[src/steer_alarm_pkg.sv]
// package: constants, register map and types for alarm supervision and logbook
package steer_alarm_pkg;
	// ----------------------------------------
	// timing
	// ----------------------------------------
	localparam int CLK_FREQ_KHZ = 125000;
	localparam int TICK_MS = 1;
	localparam int MS_TICK_CYCLES = CLK_FREQ_KHZ * TICK_MS;
	localparam int HB_PERIOD_MS = 16;
	localparam int HB_LOSS_MS = 100;
	localparam int RX_LOSS_MS = 100;
	localparam int FROZEN_MS = 100;
	// ----------------------------------------
	// register map
	// ----------------------------------------
	localparam logic [7:0] REG_CTRL = 8'h00;
	localparam logic [7:0] REG_STATUS = 8'h04;
	localparam logic [7:0] REG_WIND_RES = 8'h08;
	localparam logic [7:0] REG_MAX_CUR = 8'h0c;
	localparam logic [7:0] REG_LOG_SEL = 8'h10;
	localparam logic [7:0] REG_LOG_A = 8'h14;
	localparam logic [7:0] REG_LOG_B = 8'h18;
	localparam logic [3:0] DIAG_NO_TRACK = 4'hb;
	localparam logic [3:0] DIAG_WIPER2 = 4'hd;
	localparam logic [3:0] DIAG_NORMAL = 4'hf;
	localparam logic [15:0] WIND_RES_RST = 16'h0000;
	localparam logic [15:0] MAX_CUR_RST = 16'h0000;
	localparam logic [1:0] FB_POT = 2'h0;
	localparam logic [1:0] FB_TOGGLE = 2'h1;
	localparam logic [2:0] TOPO_0 = 3'h0;
	localparam logic [2:0] TOPO_4 = 3'h4;
	// ----------------------------------------
	// alarms
	// ----------------------------------------
	localparam logic [10:0] CAN_ALARM_ID = 11'h298;
	localparam int LOG_DEPTH = 5;
	localparam int NUM_ALARMS = 14;
	localparam logic [7:0] NUMB_WINDOW = 8'h20;
	typedef logic [7:0] code_t;
	typedef struct packed {
		code_t code;
		logic [7:0] count;
		logic [15:0] hours;
		logic [7:0] temp;
	} log_entry_s;
	typedef struct packed {
		logic [10:0] id;
		code_t code;
	} can_msg_s;
	function automatic code_t alarm_code(input logic [3:0] idx);
		case (idx)
			4'h0: alarm_code = 8'hf6;
			4'h1: alarm_code = 8'hdd;
			4'h2: alarm_code = 8'he6;
			4'h3: alarm_code = 8'hd4;
			4'h4: alarm_code = 8'h63;
			4'h5: alarm_code = 8'h06;
			4'h6: alarm_code = 8'he3;
			4'h7: alarm_code = 8'he2;
			4'h8: alarm_code = 8'hfd;
			4'h9: alarm_code = 8'he7;
			4'ha: alarm_code = 8'he8;
			4'hb: alarm_code = 8'hdc;
			4'hc: alarm_code = 8'he4;
			4'hd: alarm_code = 8'he9;
			default: alarm_code = 8'h00;
		endcase
	endfunction : alarm_code
endpackage : steer_alarm_pkg

[src/loss_timer.sv]
// loss timer: flags when no restart arrived for more than a number of ms ticks
`timescale 1ns/100ps
`default_nettype none
module loss_timer #(
	parameter logic [7:0] LIMIT = 8'h64
) (
	input wire logic clock,
	input wire logic nrst,
	input wire logic tick,
	input wire logic restart,
	output logic expired
);
	import steer_alarm_pkg::*;
	logic [7:0] cnt_r;

	always_ff @(posedge clock or negedge nrst) begin
		if (!nrst) begin
			cnt_r <= 8'h00;
		end else if (restart) begin
			cnt_r <= 8'h00;
		end else if (tick && !expired) begin
			cnt_r <= cnt_r + 8'h01;
		end
	end

	assign expired = cnt_r > LIMIT;
endmodule : loss_timer
`default_nettype wire

[src/alarm_logbook.sv]
// alarm logbook: five entries, oldest dropped, repeats counted in place
`timescale 1ns/100ps
`default_nettype none
module alarm_logbook (
	input wire logic clock,
	input wire logic nrst,
	input wire logic push,
	input wire steer_alarm_pkg::code_t code,
	input wire logic [15:0] hours,
	input wire logic [7:0] temp,
	input wire logic [2:0] sel,
	output steer_alarm_pkg::log_entry_s entry,
	output logic [2:0] fill
);
	import steer_alarm_pkg::*;
	log_entry_s mem_r [LOG_DEPTH];
	logic [2:0] wr_ptr_r;
	logic [2:0] fill_r;
	logic hit;
	logic [2:0] hit_idx;

	// ----------------------------------------
	// search
	// ----------------------------------------
	always_comb begin
		hit = 1'b0;
		hit_idx = 3'h0;
		for (int i = 0; i < LOG_DEPTH; i++) begin
			if (3'(i) < fill_r && mem_r[i].code == code && !hit) begin
				hit = 1'b1;
				hit_idx = 3'(i);
			end
		end
	end

	// ----------------------------------------
	// storage
	// ----------------------------------------
	always_ff @(posedge clock or negedge nrst) begin
		if (!nrst) begin
			for (int i = 0; i < LOG_DEPTH; i++) begin
				mem_r[i] <= '0;
			end
			wr_ptr_r <= 3'h0;
			fill_r <= 3'h0;
		end else if (push) begin
			if (hit) begin
				if (mem_r[hit_idx].count != 8'hff) begin
					mem_r[hit_idx].count <= mem_r[hit_idx].count + 8'h01;
				end
				mem_r[hit_idx].hours <= hours;
				mem_r[hit_idx].temp <= temp;
			end else begin
				mem_r[wr_ptr_r] <= '{code: code, count: 8'h01, hours: hours, temp: temp};
				wr_ptr_r <= (wr_ptr_r == 3'(LOG_DEPTH - 1)) ? 3'h0 : wr_ptr_r + 3'h1;
				if (fill_r != 3'(LOG_DEPTH)) begin
					fill_r <= fill_r + 3'h1;
				end
			end
		end
	end

	assign entry = (sel < fill_r) ? mem_r[sel] : '0;
	assign fill = fill_r;
endmodule : alarm_logbook
`default_nettype wire

[src/steer_alarm_supervision_log.sv]
// top: processor cross-checks, alarm logging, CAN report and setting logic
`timescale 1ns/100ps
`default_nettype none
module steer_alarm_supervision_log #(
	parameter int MS_CYCLES = steer_alarm_pkg::MS_TICK_CYCLES
) (
	input wire logic clock,
	input wire logic nrst,
	input wire logic psel,
	input wire logic penable,
	input wire logic pwrite,
	input wire logic [7:0] paddr,
	input wire logic [31:0] pwdata,
	output logic [31:0] prdata,
	output logic pready,
	output logic pslverr,
	output logic heartbeat_out,
	input wire logic heartbeat_in,
	output logic steer_cut,
	output logic traction_cut,
	input wire logic [7:0] status_bus,
	input wire logic stepper_dir_main,
	input wire logic stepper_dir_sup,
	input wire logic err_dir_main,
	input wire logic err_dir_sup,
	input wire logic limit_main,
	input wire logic limit_sup,
	input wire logic phasor_dir,
	input wire logic speed_sign,
	input wire logic cmd_pos_dir,
	input wire logic [15:0] enc_count_main,
	input wire logic [15:0] enc_count_sup,
	input wire logic sup_rx_valid,
	input wire logic main_rx_valid,
	input wire logic safety_contact_low_node,
	input wire logic contacts_close_cmd,
	input wire logic key_on,
	input wire logic safety_contact_high_node,
	input wire logic feedback_pot_stuck_alarm,
	input wire logic feedback_sensor_stuck_alarm,
	input wire logic motor_stall_alarm,
	input wire logic position_error_alarm,
	input wire logic [15:0] op_hours,
	input wire logic [7:0] inv_temp,
	output steer_alarm_pkg::can_msg_s can_msg,
	output logic can_valid,
	input wire logic can_ready,
	input wire logic [9:0] command_wiper,
	input wire logic [9:0] second_command_wiper,
	output logic [9:0] cmd_pot_reading,
	input wire logic [15:0] meas_res_mohm,
	input wire logic meas_res_valid,
	output logic dc_inject_en,
	output logic [15:0] dc_inject_level,
	output logic align_enable,
	input wire logic [7:0] wheel_angle_abs,
	input wire logic [15:0] cmd_step,
	output logic [15:0] wheel_step
);
	import steer_alarm_pkg::*;

	// ----------------------------------------
	// registers
	// ----------------------------------------
	logic [3:0] diag_r;
	logic closed_loop_r;
	logic learn_r;
	logic [2:0] topo_r;
	logic [1:0] fb_type_r;
	logic angle_limit_r;
	logic [3:0] numb_r;
	logic [15:0] wind_res_r;
	logic [15:0] max_cur_r;
	logic [2:0] log_sel_r;
	logic wr_en;
	logic rd_hit;
	log_entry_s entry;
	logic [2:0] fill;
	logic [NUM_ALARMS-1:0] alarm;

	assign wr_en = psel && penable && pwrite;
	assign pready = 1'b1;

	always_ff @(posedge clock or negedge nrst) begin
		if (!nrst) begin
			diag_r <= DIAG_NORMAL;
			closed_loop_r <= 1'b0;
			learn_r <= 1'b0;
			topo_r <= TOPO_0;
			fb_type_r <= FB_POT;
			angle_limit_r <= 1'b0;
			numb_r <= 4'h0;
			max_cur_r <= MAX_CUR_RST;
			log_sel_r <= 3'h0;
		end else if (wr_en) begin
			case (paddr)
				REG_CTRL: begin
					diag_r <= pwdata[3:0];
					closed_loop_r <= pwdata[4];
					learn_r <= pwdata[5];
					topo_r <= pwdata[8:6];
					fb_type_r <= pwdata[10:9];
					angle_limit_r <= pwdata[11];
					numb_r <= pwdata[15:12];
				end
				REG_MAX_CUR: max_cur_r <= pwdata[15:0];
				REG_LOG_SEL: log_sel_r <= pwdata[2:0];
				default: ;
			endcase
		end
	end

	// winding resistance: measurement or software, measurement only while learning
	always_ff @(posedge clock or negedge nrst) begin
		if (!nrst) begin
			wind_res_r <= WIND_RES_RST;
		end else if (wr_en && paddr == REG_WIND_RES) begin
			wind_res_r <= pwdata[15:0];
		end else if (learn_r && meas_res_valid) begin
			wind_res_r <= meas_res_mohm;
		end
	end

	always_comb begin
		rd_hit = 1'b1;
		prdata = 32'h0000_0000;
		case (paddr)
			REG_CTRL: prdata = {16'h0000, numb_r, angle_limit_r, fb_type_r, topo_r, learn_r,
				closed_loop_r, diag_r};
			REG_STATUS: prdata = {13'h0000, fill, align_enable, steer_cut, alarm};
			REG_WIND_RES: prdata = {16'h0000, wind_res_r};
			REG_MAX_CUR: prdata = {16'h0000, max_cur_r};
			REG_LOG_SEL: prdata = {29'h0000_0000, log_sel_r};
			REG_LOG_A: prdata = {16'h0000, entry.count, entry.code};
			REG_LOG_B: prdata = {8'h00, entry.temp, entry.hours};
			default: rd_hit = 1'b0;
		endcase
	end

	assign pslverr = psel && penable && !rd_hit;

	// ----------------------------------------
	// millisecond tick and heartbeat out
	// ----------------------------------------
	logic [31:0] div_r;
	logic tick;
	logic [3:0] hb_cnt_r;

	assign tick = div_r == 32'(MS_CYCLES - 1);

	always_ff @(posedge clock or negedge nrst) begin
		if (!nrst) begin
			div_r <= 32'h0;
		end else begin
			div_r <= tick ? 32'h0 : div_r + 32'h1;
		end
	end

	always_ff @(posedge clock or negedge nrst) begin
		if (!nrst) begin
			hb_cnt_r <= 4'h0;
			heartbeat_out <= 1'b0;
		end else if (tick) begin
			hb_cnt_r <= (hb_cnt_r == 4'(HB_PERIOD_MS - 1)) ? 4'h0 : hb_cnt_r + 4'h1;
			heartbeat_out <= hb_cnt_r == 4'h0;
		end
	end

	// ----------------------------------------
	// watchdogs
	// ----------------------------------------
	logic hb_in_d_r;
	logic hb_lost;
	logic main_lost;
	logic sup_lost;
	logic frozen;

	always_ff @(posedge clock or negedge nrst) begin
		if (!nrst) begin
			hb_in_d_r <= 1'b0;
		end else begin
			hb_in_d_r <= heartbeat_in;
		end
	end

	loss_timer #(.LIMIT(8'(HB_LOSS_MS))) u_hb_timer (
		.clock(clock),
		.nrst(nrst),
		.tick(tick),
		.restart(heartbeat_in != hb_in_d_r),
		.expired(hb_lost)
	);

	loss_timer #(.LIMIT(8'(RX_LOSS_MS))) u_sup_rx_timer (
		.clock(clock),
		.nrst(nrst),
		.tick(tick),
		.restart(sup_rx_valid),
		.expired(sup_lost)
	);

	loss_timer #(.LIMIT(8'(RX_LOSS_MS))) u_main_rx_timer (
		.clock(clock),
		.nrst(nrst),
		.tick(tick),
		.restart(main_rx_valid),
		.expired(main_lost)
	);

	loss_timer #(.LIMIT(8'(FROZEN_MS))) u_frozen_timer (
		.clock(clock),
		.nrst(nrst),
		.tick(tick),
		.restart(status_bus != 8'hff),
		.expired(frozen)
	);

	assign steer_cut = hb_lost;
	assign traction_cut = hb_lost;

	// ----------------------------------------
	// key-on contact check
	// ----------------------------------------
	logic key_d_r;
	logic early_r;

	always_ff @(posedge clock or negedge nrst) begin
		if (!nrst) begin
			key_d_r <= 1'b0;
			early_r <= 1'b0;
		end else begin
			key_d_r <= key_on;
			if (key_on && !key_d_r) begin
				early_r <= safety_contact_high_node && !contacts_close_cmd;
			end
		end
	end

	// ----------------------------------------
	// alarm conditions
	// ----------------------------------------
	logic track_on;
	assign track_on = diag_r != DIAG_NO_TRACK;

	always_comb begin
		alarm[0] = (closed_loop_r ? err_dir_main != err_dir_sup
			: stepper_dir_main != stepper_dir_sup)
			|| (!limit_main && limit_sup);
		alarm[1] = closed_loop_r ? phasor_dir != cmd_pos_dir : phasor_dir != speed_sign;
		alarm[2] = frozen;
		alarm[3] = enc_count_main != enc_count_sup;
		alarm[4] = safety_contact_low_node && !contacts_close_cmd;
		alarm[5] = sup_lost;
		alarm[6] = main_lost;
		alarm[7] = hb_lost;
		alarm[8] = early_r;
		alarm[9] = feedback_pot_stuck_alarm && track_on;
		alarm[10] = feedback_sensor_stuck_alarm && track_on;
		alarm[11] = motor_stall_alarm && track_on;
		alarm[12] = position_error_alarm && track_on;
		alarm[13] = learn_r;
	end

	// ----------------------------------------
	// alarm queue to logbook and CAN
	// ----------------------------------------
	logic [NUM_ALARMS-1:0] alarm_d_r;
	logic [NUM_ALARMS-1:0] pend_r;
	logic [NUM_ALARMS-1:0] take;
	logic [3:0] pick;
	logic issue;

	always_comb begin
		pick = 4'h0;
		take = '0;
		for (int i = NUM_ALARMS - 1; i >= 0; i--) begin
			if (pend_r[i]) begin
				pick = 4'(i);
			end
		end
		issue = (pend_r != '0) && (!can_valid || can_ready);
		if (issue) begin
			take[pick] = 1'b1;
		end
	end

	// new rise wins over the clear of the same bit
	always_ff @(posedge clock or negedge nrst) begin
		if (!nrst) begin
			alarm_d_r <= '0;
			pend_r <= '0;
		end else begin
			alarm_d_r <= alarm;
			pend_r <= (pend_r & ~take) | (alarm & ~alarm_d_r);
		end
	end

	always_ff @(posedge clock or negedge nrst) begin
		if (!nrst) begin
			can_valid <= 1'b0;
			can_msg <= '0;
		end else if (issue) begin
			can_valid <= 1'b1;
			can_msg <= '{id: CAN_ALARM_ID, code: alarm_code(pick)};
		end else if (can_ready) begin
			can_valid <= 1'b0;
		end
	end

	alarm_logbook u_logbook (
		.clock(clock),
		.nrst(nrst),
		.push(issue),
		.code(alarm_code(pick)),
		.hours(op_hours),
		.temp(inv_temp),
		.sel(log_sel_r),
		.entry(entry),
		.fill(fill)
	);

	// ----------------------------------------
	// settings driven outputs
	// ----------------------------------------
	logic [19:0] numb_prod;
	logic near_centre;
	assign numb_prod = cmd_step * {16'h0000, numb_r};
	assign near_centre = wheel_angle_abs < NUMB_WINDOW;

	always_ff @(posedge clock or negedge nrst) begin
		if (!nrst) begin
			cmd_pot_reading <= 10'h000;
			dc_inject_en <= 1'b0;
			dc_inject_level <= 16'h0000;
			align_enable <= 1'b0;
			wheel_step <= 16'h0000;
		end else begin
			cmd_pot_reading <= (diag_r == DIAG_WIPER2) ? second_command_wiper : command_wiper;
			dc_inject_en <= learn_r;
			dc_inject_level <= learn_r ? {1'b0, max_cur_r[15:1]} : 16'h0000;
			if (fb_type_r == FB_TOGGLE) begin
				align_enable <= topo_r == TOPO_0;
			end else begin
				align_enable <= (topo_r == TOPO_0 || topo_r == TOPO_4)
					&& (fb_type_r != FB_POT || angle_limit_r);
			end
			if (numb_r == 4'h0 || !near_centre) begin
				wheel_step <= cmd_step;
			end else begin
				wheel_step <= cmd_step - numb_prod[19:4];
			end
		end
	end
endmodule : steer_alarm_supervision_log
`default_nettype wire

[config.mk]
export PLATFORM = sky130hd
export DESIGN_NAME = steer_alarm_supervision_log
export DESIGN_NICKNAME = d
export VERILOG_FILES = /design/src/steer_alarm_pkg.sv /design/src/loss_timer.sv /design/src/alarm_logbook.sv /design/src/steer_alarm_supervision_log.sv
export SDC_FILE = /design/constraint.sdc
export NUM_CORES = 1
export LEC_CHECK = 0
export ABC_AREA = 1
export BUFFER_PORTS_ARGS = -buffer_cell sky130_fd_sc_hd__buf_2
export CAP_MARGIN = 5
export CORE_MARGIN = 1
export CORE_UTILIZATION = 59
export DETAILED_ROUTE_END_ITERATION = 10
export GPL_TIMING_DRIVEN = 0
export PLACE_DENSITY = 0.79
export SETUP_SLACK_MARGIN = 0.1
export SYNTH_ARGS = -nofsm -noshare
export SYNTH_HDL_FRONTEND = slang
export SYNTH_SLANG_ARGS = --single-unit
[constraint.sdc]
create_clock -name clock -period 6.5 [get_ports clock]
set_clock_uncertainty 0.2 [all_clocks]
set_input_delay 0.975 -clock clock [delete_from_list [all_inputs] [get_ports clock]]
set_output_delay 0.975 -clock clock [all_outputs]
set_load 0.1 [all_outputs]
==> results.cfg <==
[layout]
nets = 3599
regArea_um2 = 10240
drive_gt1_share_pct = 15.06
finalNonFillerCells = 3873
area_delta_synth_final_pct = 15.60
utilization_pct = 69.77
multi_input_area_um2 = 11090
fillCellCount = 3230

[grt]
track_usage_pct = 37.98
grt_pass1_vias = 22080
grt_pass1_wl_mm = 120.3
grt_max_degree = 123
grt-ovfl-total = 0
antenna_found_initial = 1

[timing]
slew_viol_final = 0
relSlewSlack_pct = 18.14
fin_crit_sh_pct = 93.03
period_minus_slack_ps = 6047
rsz0062_at_grt = no
worst_slack_ps = 453.0
max_freq_mhz = 165.4
hold_viol_final = 0
worst_slew_pin_slew_ps = 1217
setup_violations = 0

[yosys]
synth.most_common_cell = nand2_1
ys_warn_count = 0
synth_top_area_cell = dfrtp_1
ys.flop_type = dfrtp_1
synth_edf_count = 0
ys_ff_latch = 409
synth_top_area_share_pct = 43.15
synth_cells = 3000
syn-mean-instance-area_um2 = 7.829
synth_cell_types = 66
async_reset_ff_share_pct = 100.0
ys_seq_area_share_pct = 43.60
synthTopCellsByCount = 808 x nand2_1, 407 x inv_1, 405 x dfrtp_1
syn-cell-area_um2 = 23490
ys_top_cells_by_area = dfrtp_1 43%, nand2_1 13%, inv_1 6.5%

[die]
start_util_pct = 60.35
die_h_um = 201.5
ioPinCount = 292
die_w_um = 201.5
rows = 72
dieArea_um2 = 40610
core_area_um2 = 38920

[critical_path]
crit_start = cmd_step[3]
critPathArrivalTime_ps = 6340
cp.required_ps = 6800
critPathKind = in -> reg
rr_startpoint = numb_r[3]$_DFFE_PN0P_
worstSetupStartpointType = input port
crit_end = wheel_step[15]$_DFF_PN0_
r2r-end = wheel_step[15]$_DFF_PN0_
cp_common_cell = nand2_1
max_stage_delay_ps = 540
cp-end-kind = flip-flop
rrSetupSlack_ps = 540
cp_max_fo = 6
slowest_stage = fa_1
worstRegToRegCells = 32

[clocking]
clockBufferDepth = 3
cts_tree = built
clk_pin_slew_ps = 60
cts_root_buf = clkbuf_16
numCtsBuffers = 45
numClockSinks = 409
cts_htree_levels = 2
clock_latency_ps = 590

[power_and_ir_drop]
clock_power_share_pct = 28.4
p_leak_nw = 14.26
power_switching_mw = 3.761
p_comb_share_pct = 34.5
total_power_mw = 9.403
ir_drop_mv = 0.2149
power_frac_seq_pct = 37.1
sw_frac_of_total_pct = 39.99
internal_power_mw = 5.643
p_per_area_nw_per_um2 = 346.3

[outcome]
status = complete, no violations

[worst_hold_path]
hold_class = in -> async

[placed_design]
dpl.hpwl_mm = 56.58
place_ws_ps = -298.3
gp_congestion = 0.9879
io_buffers = 253
numPlacedInstances = 3789

[detailed_routing]
ant_nets = 0
drt_first_pass_iters = 7
avgRoutedWirePerCell_um = 19.84
drcViolationCount = 0
vias = 22600
drt-initial-drc-count = 2394
vias_per_cell = 5.835
finalWirelength_mm = 76.86

[run]
max_cap_violations = 0
## metrics by stage
step | cell area [um2] | setup TNS (ps) | hold WS, ps
floorplan | 23540 | 0 | 151.9
global placement | 25460 | -1539270 | 154.5
detailed placement | 25550 | -348.9 | 161.4
CTS | 27100 | 0 | 176.2
global route | 27150 | 0 | 195.8
finish | 27150 | 0 | 151.6
## registers in the layout, indices dropped and copies added (netlist names), 4 cells and up
| register | count |
|---|---|
| alarm_d_r | 14 |
| can_msg | 9 |
| cmd_pot_reading | 10 |
| dc_inject_level | 15 |
| diag_r | 4 |
| div_r | 32 |
| hb_cnt_r | 4 |
| max_cur_r | 16 |
| numb_r | 4 |
| pend_r | 14 |
| u_frozen_timer.cnt_r | 8 |
| u_hb_timer.cnt_r | 8 |
| u_logbook.mem_r | 200 |
| u_main_rx_timer.cnt_r | 8 |
| u_sup_rx_timer.cnt_r | 8 |
| wheel_step | 16 |
| wind_res_r | 16 |
## power by group through the flow
stage          clock (mW)  sequential (mW)  combinational [mW]
6_report             2.67             3.49                3.24
2_1_floorplan           0             3.61                2.04
3_5_place_dp            0             3.50                3.14
4_1_cts              2.69             3.47                3.16
3_3_place_gp            0             3.49                3.03
5_1_grt              2.78             3.54                3.54
## what timing repair did
item / 4_1_cts / 5_1_grt
pin swaps: 0 / 4
gates resized for setup: 2 / 14
setup buffers: 0 / 3
hold buffers: 0 / 0
setup endpoints to repair: 1 / 4
## cell type report
cell class              count  share of cell area (%)
clock inverters            15                  0.5346
repair buffers            259                   5.097
plain buffers             120                   2.207
multi-input cells        2049                   40.84
inverters                 434                   6.023
clock buffers              68                   5.175
flip-flops and latches    409                   37.73
diodes                      1                0.009217
well taps                 518                   2.387
## critical path: cells and delay by family
family / cells / cell delay [ps]
buffers and inverters: 6 / 520
AND/OR/NAND/NOR: 9 / 800
AO/OA/AOI/OAI: 12 / 2050
XOR/XNOR: 2 / 350
adder cells (fa/ha/maj): 4 / 1680
## cells by family (layout without fill, tap and decap cells)
group | Yosys count | after routing | share of synthesized area [%]
AO/OA/AOI/OAI | 590 | 590 | 14.60
XOR/XNOR | 57 | 57 | 2.189
adder cells (fa/ha/maj) | 90 | 90 | 5.689
buffers and inverters | 557 | 896 | 9.546
flip-flops | 409 | 409 | 43.60
multiplexers | 10 | 10 | 0.4794
other | 2 | 18 | 0.03197
AND/OR/NAND/NOR | 1285 | 1285 | 23.87
## layer usage
metal / share of wire [%] / routed length [um] / GRT usage [%]
met1: 40 / 30520 / 50.48
met2: 46 / 35490 / 60.76
met3: 10 / 7738 / 8.017
met4: 4.0 / 3105 / 15.26
met5: 0 / 0 / 0
## worst min-delay path by stage
| stage | end | start | cells after the start |
|---|---|---|---|
| CTS | div_r[12]$_DFF_PN0_ | nrst | 1 |
| detailed placement | alarm_d_r[13]$_DFF_PN0_ | learn_r$_DFFE_PN0P_ | 0 |
| finish | div_r[17]$_DFF_PN0_ | nrst | 1 |
| floorplan | alarm_d_r[13]$_DFF_PN0_ | learn_r$_DFFE_PN0P_ | 0 |
| global route | div_r[17]$_DFF_PN0_ | nrst | 1 |
| global placement | alarm_d_r[8]$_DFF_PN0_ | early_r$_DFFE_PN0P_ | 0 |
## placed cells by master (no fill, tap or decap), drive strengths merged, types with 3 or more instances in the layout
cell    netlist  routed
o21bai        3       3
dfrtp       405     405
xnor2        21      21
nand3       183     183
nand2       839     839
dfstp         4       4
a221oi       10      10
nor3         32      32
o22ai        60      60
buf          49     307
nand3b        7       7
nor4          7       7
clkinv        7      17
and3          3       3
nand4        34      34
fa           28      28
o21ai       253     253
a31oi         8       8
inv         427     428
conb          2      17
or2           9       9
a21oi       162     162
o31ai         5       5
a211oi        7       7
o211ai       10      10
a32oi        10      10
mux2         10      10
clkbuf       74     140
xor2         36      36
ha           62      62
a22oi        34      34
nor2        166     166
o221ai       20      20
Power figures use the tool's default switching activity.
